### config.mk
export PLATFORM = sky130hd
export DESIGN_NAME = sbrg_gate
export DESIGN_NICKNAME = d
export VERILOG_FILES = /design/src/common/sbrg_pkg.sv /design/src/design/sbrg_gate.sv
export VERILOG_INCLUDE_DIRS = /design/src /design/src/common
export SDC_FILE = /design/constraint.sdc
export NUM_CORES = 1
export LEC_CHECK = 0
export ABC_AREA = 1
export CAP_MARGIN = 5
export CORE_MARGIN = 2
export CORE_UTILIZATION = 43
export CTS_CLUSTER_SIZE = 16
export DETAILED_ROUTE_END_ITERATION = 8
export DONT_BUFFER_PORTS = 1
export PLACE_DENSITY = 0.57
export SYNTH_ARGS = -nofsm -noshare
export SYNTH_HDL_FRONTEND = slang
export SYNTH_SLANG_ARGS = --single-unit
### constraint.sdc
create_clock -name clk -period 7.87 [get_ports clk]
set_input_delay 0.3935 -clock clk [delete_from_list [all_inputs] [get_ports clk]]
set_output_delay 0.3935 -clock clk [all_outputs]
set_load 0.01 [all_outputs]
### src/common/sbrg_defines.svh
// Constants for the step and burst readout gate
`ifndef SBRG_DEFINES_SVH
`define SBRG_DEFINES_SVH

// ----------------------------------------------------------------
// Message position limits
// ----------------------------------------------------------------
`define SBRG_UNITS_LAST 4'h9
`define SBRG_TENS_LAST  4'h7
`define SBRG_MSG_MAX    7'h50
`define SBRG_DIGIT_BASE 7'h0A

// ----------------------------------------------------------------
// Reset values
// ----------------------------------------------------------------
`define SBRG_DIGIT_RST  4'h0
`define SBRG_SYNC_RST   2'h0

`endif

### src/common/sbrg_pkg.sv
// Types shared by the step and burst readout gate
`default_nettype none
package sbrg_pkg;

  // Message position as two decimal digits
  typedef struct packed {
    logic [3:0] tens;
    logic [3:0] units;
  } sbrg_pos_t;

  // Synchronised external requests
  typedef struct packed {
    logic step;
    logic burst;
  } sbrg_req_t;

  // Operating mode of the gate
  typedef enum logic {
    SBRG_MODE_STEP,
    SBRG_MODE_BURST
  } sbrg_mode_t;

endpackage
`default_nettype wire

### src/design/sbrg_gate.sv
// Step and burst readout gate with message position counter
`include "sbrg_defines.svh"
`default_nettype none

module sbrg_gate (
  input  wire logic                 clk,
  input  wire logic                 reset_n,
  input  wire logic                 step_request_input,
  input  wire logic                 burst_request_input,
  input  wire sbrg_pkg::sbrg_mode_t mode,
  input  wire logic [6:0]           msg_length,
  input  wire logic                 char_read_done,
  output logic                      readout_permit_gate,
  output logic                      counter_reset,
  output sbrg_pkg::sbrg_pos_t       position
);

  // ----------------------------------------------------------------
  // Request synchronisers
  // ----------------------------------------------------------------
  sbrg_pkg::sbrg_req_t sync1_r;
  sbrg_pkg::sbrg_req_t sync1_nxt;
  sbrg_pkg::sbrg_req_t sync2_r;
  sbrg_pkg::sbrg_req_t sync2_nxt;
  sbrg_pkg::sbrg_req_t prev_r;
  sbrg_pkg::sbrg_req_t prev_nxt;
  logic                step_edge;
  logic                burst_edge;

  always_comb begin
    sync1_nxt = sbrg_pkg::sbrg_req_t'({step_request_input, burst_request_input});
    sync2_nxt = sync1_r;
    prev_nxt  = sync2_r;
  end

  always_ff @(posedge clk or negedge reset_n) begin
    if (!reset_n) begin
      sync1_r <= sbrg_pkg::sbrg_req_t'(`SBRG_SYNC_RST);
      sync2_r <= sbrg_pkg::sbrg_req_t'(`SBRG_SYNC_RST);
      prev_r  <= sbrg_pkg::sbrg_req_t'(`SBRG_SYNC_RST);
    end else begin
      sync1_r <= sync1_nxt;
      sync2_r <= sync2_nxt;
      prev_r  <= prev_nxt;
    end
  end

  // Edge only, so a held step line releases a single character
  assign step_edge  = sync2_r.step & ~prev_r.step;
  assign burst_edge = sync2_r.burst & ~prev_r.burst;

  // ----------------------------------------------------------------
  // Message position counter
  // ----------------------------------------------------------------
  sbrg_pkg::sbrg_pos_t pos_r;
  sbrg_pkg::sbrg_pos_t pos_nxt;
  logic [6:0]          pos_index;
  logic [6:0]          last_index;
  logic                msg_end;

  assign pos_index = 7'({3'h0, pos_r.tens} * `SBRG_DIGIT_BASE) + {3'h0, pos_r.units};

  // Digit limits must match the longest message, or the wrap skips a count
  if ((int'(`SBRG_TENS_LAST) * 10 + int'(`SBRG_UNITS_LAST) + 1) != int'(`SBRG_MSG_MAX)) begin : g_len_chk
    $error("Digit limits disagree with the longest message");
  end

  // Out-of-range lengths fall back to the longest message
  assign last_index = ((msg_length == 7'h00) || (msg_length > `SBRG_MSG_MAX)) ?
                      (`SBRG_MSG_MAX - 7'h01) : (msg_length - 7'h01);

  assign msg_end       = char_read_done && (pos_index == last_index);
  assign counter_reset = msg_end;

  always_comb begin
    pos_nxt = pos_r;
    if (msg_end) begin
      pos_nxt.tens  = `SBRG_DIGIT_RST;
      pos_nxt.units = `SBRG_DIGIT_RST;
    end else if (char_read_done) begin
      if (pos_r.units == `SBRG_UNITS_LAST) begin
        pos_nxt.units = `SBRG_DIGIT_RST;
        pos_nxt.tens  = (pos_r.tens == `SBRG_TENS_LAST) ? `SBRG_DIGIT_RST : pos_r.tens + 4'h1;
      end else begin
        pos_nxt.units = pos_r.units + 4'h1;
      end
    end
  end

  // Power-up zeroing comes through the asynchronous reset
  always_ff @(posedge clk or negedge reset_n) begin
    if (!reset_n) begin
      pos_r <= sbrg_pkg::sbrg_pos_t'({`SBRG_DIGIT_RST, `SBRG_DIGIT_RST});
    end else begin
      pos_r <= pos_nxt;
    end
  end

  assign position = pos_r;

  // ----------------------------------------------------------------
  // Step pending flag and burst latch
  // ----------------------------------------------------------------
  logic step_pend_r;
  logic step_pend_nxt;
  logic burst_latch_r;
  logic burst_latch_nxt;
  logic burst_mode;

  assign burst_mode = (mode == sbrg_pkg::SBRG_MODE_BURST);

  always_comb begin
    step_pend_nxt = step_pend_r;
    if (burst_mode) begin
      step_pend_nxt = 1'b0;
    end else if (step_edge) begin
      step_pend_nxt = 1'b1;
    end else if (char_read_done) begin
      step_pend_nxt = 1'b0;
    end
  end

  // A new request in the cycle of the clear wins over it
  always_comb begin
    burst_latch_nxt = burst_latch_r;
    if (!burst_mode) begin
      burst_latch_nxt = 1'b0;
    end else if (burst_edge) begin
      burst_latch_nxt = 1'b1;
    end else if (counter_reset) begin
      burst_latch_nxt = 1'b0;
    end
  end

  always_ff @(posedge clk or negedge reset_n) begin
    if (!reset_n) begin
      step_pend_r   <= 1'b0;
      burst_latch_r <= 1'b0;
    end else begin
      step_pend_r   <= step_pend_nxt;
      burst_latch_r <= burst_latch_nxt;
    end
  end

  // ----------------------------------------------------------------
  // Readout permit gate
  // ----------------------------------------------------------------
  // Combinational so the register sees the permit without extra lag
  assign readout_permit_gate = burst_mode ? burst_latch_r : step_pend_r;
endmodule // sbrg_gate
`default_nettype wire

==> metrics.md <==
| Metric | Value |
|---|---|
| Pleak | approximately 0.80 nW |
| Clk Latency, worst-skew pair | around 0.28 ns |
| First-pass GRT wire length | just under 5 mm |
| Crit-path slowest cell | dfrtp_1 |
| Fmax | ~310 MHz |
| Reported max-cap violation count | 0 |
| CTS Buf Count | 3 |
| Worst Setup Start Kind | register |
| GP Congestion | 0.879 |
| Filler cells | 339 |
| Clock transition at path regs | approximately 0.09 ns |
| Hold_buf cts | 1 |
| Peak fanout along the critical path | 7 |
| Worst IR Drop VDD | 0.000150 V |
| Max Slew Vio Count | 0 |
| Cell repeated most along the worst path | nand2_1 |
| DRT iter0 DRCs | 46 |
| CTS H-tree depth | 1 |
| Final min period | 3.25 ns |
| GRT Util Overall | 17.1% |
| Sink Count | 16 |
| CTS tree | done |
| CP top delay family | simple AND/OR/NAND/NOR gates |
| Pin slew with the least headroom to its limit | 0.678 ns |
| Drc violations | 0 |
| Register area | 400 µm² |
| Most common cell in the synthesized netlist | nand2_1 |
| Post-CTS setup buffers | 0 |
| CP bufs+invs | 1 |
| Post-synth EDFFs | 0 |
| Synth top area cells | dfrtp_1, nand2_1, ha_1, inv_1, nand3_1 |
| Slew HR | between 50% and 60% |
| Vias in the first global route | ~1100 |
| Final hold violation count | 0 |
| Initial antenna violation count | 0 |
| Biggest area consumer among synthesized cells | dfrtp_1 |
| Chip Height | 61.3 µm |
| Commonest cells in the netlist | nand2_1, inv_1, nand3_1 |
| Quantity of gates resized following cts | 0 |
| Crit-path cells | ha_1 > ha_1 > inv_1 > fa_1 > nor2_1 > nand2_1 > nand2_1 > nand2_1 > nand2_1 > nand2_1 > nor2_4 > nand4_1 > nor3_1 |
| Async S/R FF share, synth | 100% |
| Wirelength per Cell | 11.4 µm |
| Nets | 227 |
| Via density | between 4 and 5 |
| Pwr dens | 268 nW/µm² |
| Initial Util | 45.6% |
| Die X | 61.3 µm |
| Root Driver | clkbuf_4 |
| Distinct cells, synth | 25 |
| Hold_ws | roughly 0.13 ns |
| Share of layout cells above drive strength 1 | between 10% and 20% |
| Clock Skew | 0.00355 ns |
| Setup-failing EPs final | 0 |
| Crit. End Element | output port |
| Post-DRT Antenna Nets | 0 |
| Area Growth Syn to Fin | 6.37% |
| Avg Cell Area, Syn | 7.18 µm² |
| DIE AREA | 3760 µm² |
| GR Overflow Total | 0 |
| Final worst path period share | 41.3% |
| Row Count | 20 |
| Register area share after synthesis | 28.3% |
| RSZ-0062 raised after global routing | false |
| Pin count of the biggest net entering global routing | 17 |
| Placed wire-length estimate | 2.31 mm |
| Syn Inst Count | 197 |
| Setup TNS | 0 ns |
| CP max stage delay | 0.49 ns |
| Worst Path Arrival | between 2 and 3 ns |
| Critical Path RT | 7.48 ns |
| Number of port buffers | 0 |
| Synth Cell Area | 1410 µm² |
| Multi-input gate area | 890 µm² |
| CTS max path bufs | 2 |
| Setup Crit Path Kind | register to output port |
| Final wirelength | around 2.8 mm |
| Leading register cell type out of synthesis | dfrtp_1 |
| Yosys warns | 0 |
| Core ar. | between 3000 and 4000 µm² |
| Status | completed |
| Total number of vias | 1219 |
| IO Pins | 23 |
| Top-area cell type share of the netlist area | about 28% |
| Layout Utilization | 48.5% |
| Post-Syn Nets | about 220 |
| Ant diodes | 0 |
| Pre-Repair DR Iteration Count | 4 |
| Hold Path Class | input pin to register |
| Flops & latches, synth | 16 |
==> logic make-up (layout without fill, tap and decap cells) <==
group / after synthesis / in the layout / share of synthesized area [%]
AOI/OAI and AO/OA: 10 / 10 / 4.69
adders and majority gates: 12 / 12 / 11.7
and+or+nand+nor: 121 / 121 / 42.2
buffers and inverters: 31 / 35 / 8.76
xor gates and xnor gates: 7 / 7 / 4.34
DFF: 16 / 16 / 28.3
==> power by group <==
part	total (W)	internal, W	switching (W)	leakage, nW
clock	0.0000527	0.0000281	0.0000246	0.0210
combinational	0.000217	0.0000844	0.000133	0.585
sequential	0.000133	0.0000983	0.0000346	0.199
==> flip-flops by register name, summed over array words and instances, names as in the netlist <==
register and cells:
position 8, burst_latch_r 1, sync1_r 2, prev_r 2
prev_nxt 2, step_pend_r 1
==> routing by layer <==
layer,share of wire [%],routed length [µm],track usage (%)
met4,0.36,10,4.56
met2,48,1330,28.1
met5,0,0,0
met1,50,1390,23.8
met3,2.0,55,2.52
==> stage by stage <==
stage | worst slack [ns] | std cells | area (µm²) | power, W
CTS | 4.56 | 245 | 1500 | 0.000408
detailed placement | 4.89 | 240 | 1460 | 0.000352
global placement | 4.93 | 240 | 1460 | 0.000349
finish | 4.62 | 245 | 1500 | 0.000403
floorplan | 5.11 | 197 | 1410 | 0.000309
global route | 4.36 | 245 | 1500 | 0.000448
==> area by class of cell <==
cell class              count  area share (%)
flip-flops and latches     16            26.6
inverters                  30            7.49
clock buffers               4            2.41
repair buffers              1           0.666
multi-input cells         150            59.2
well taps                  44            3.66
==> worst paths after layout <==
path	end	startpoint	cells past startpoint	slack, ns
max	counter_reset	position[5]	13	4.62
min	sync1_r[0]	burst_request_input	0	0.13
max reg2reg	position[6]	position[5]	16	5.09
min reg2reg	prev_nxt[0]	sync1_r[0]	0	0.36
max in group asynchronous	prev_nxt[0]	reset_n	1	6.85
min in group asynchronous	position[3]	reset_n	1	0.58
==> placed cells by master, fill, tap and decap left out, drive strengths merged <==
cell type,netlist,routed
inv,30,30
nor2,19,19
ha,10,10
nor3,2,2
nand4,13,13
dlygate4sd3,0,1
a21boi,1,1
fa,2,2
o22ai,2,2
clkbuf,0,4
xor2,5,5
a21oi,3,3
dfrtp,16,16
xnor2,2,2
or2,1,1
nand3b,2,2
o21ai,4,4
nand2,62,62
nand3,22,22
No activity file was read; power rests on OpenSTA's default activity.
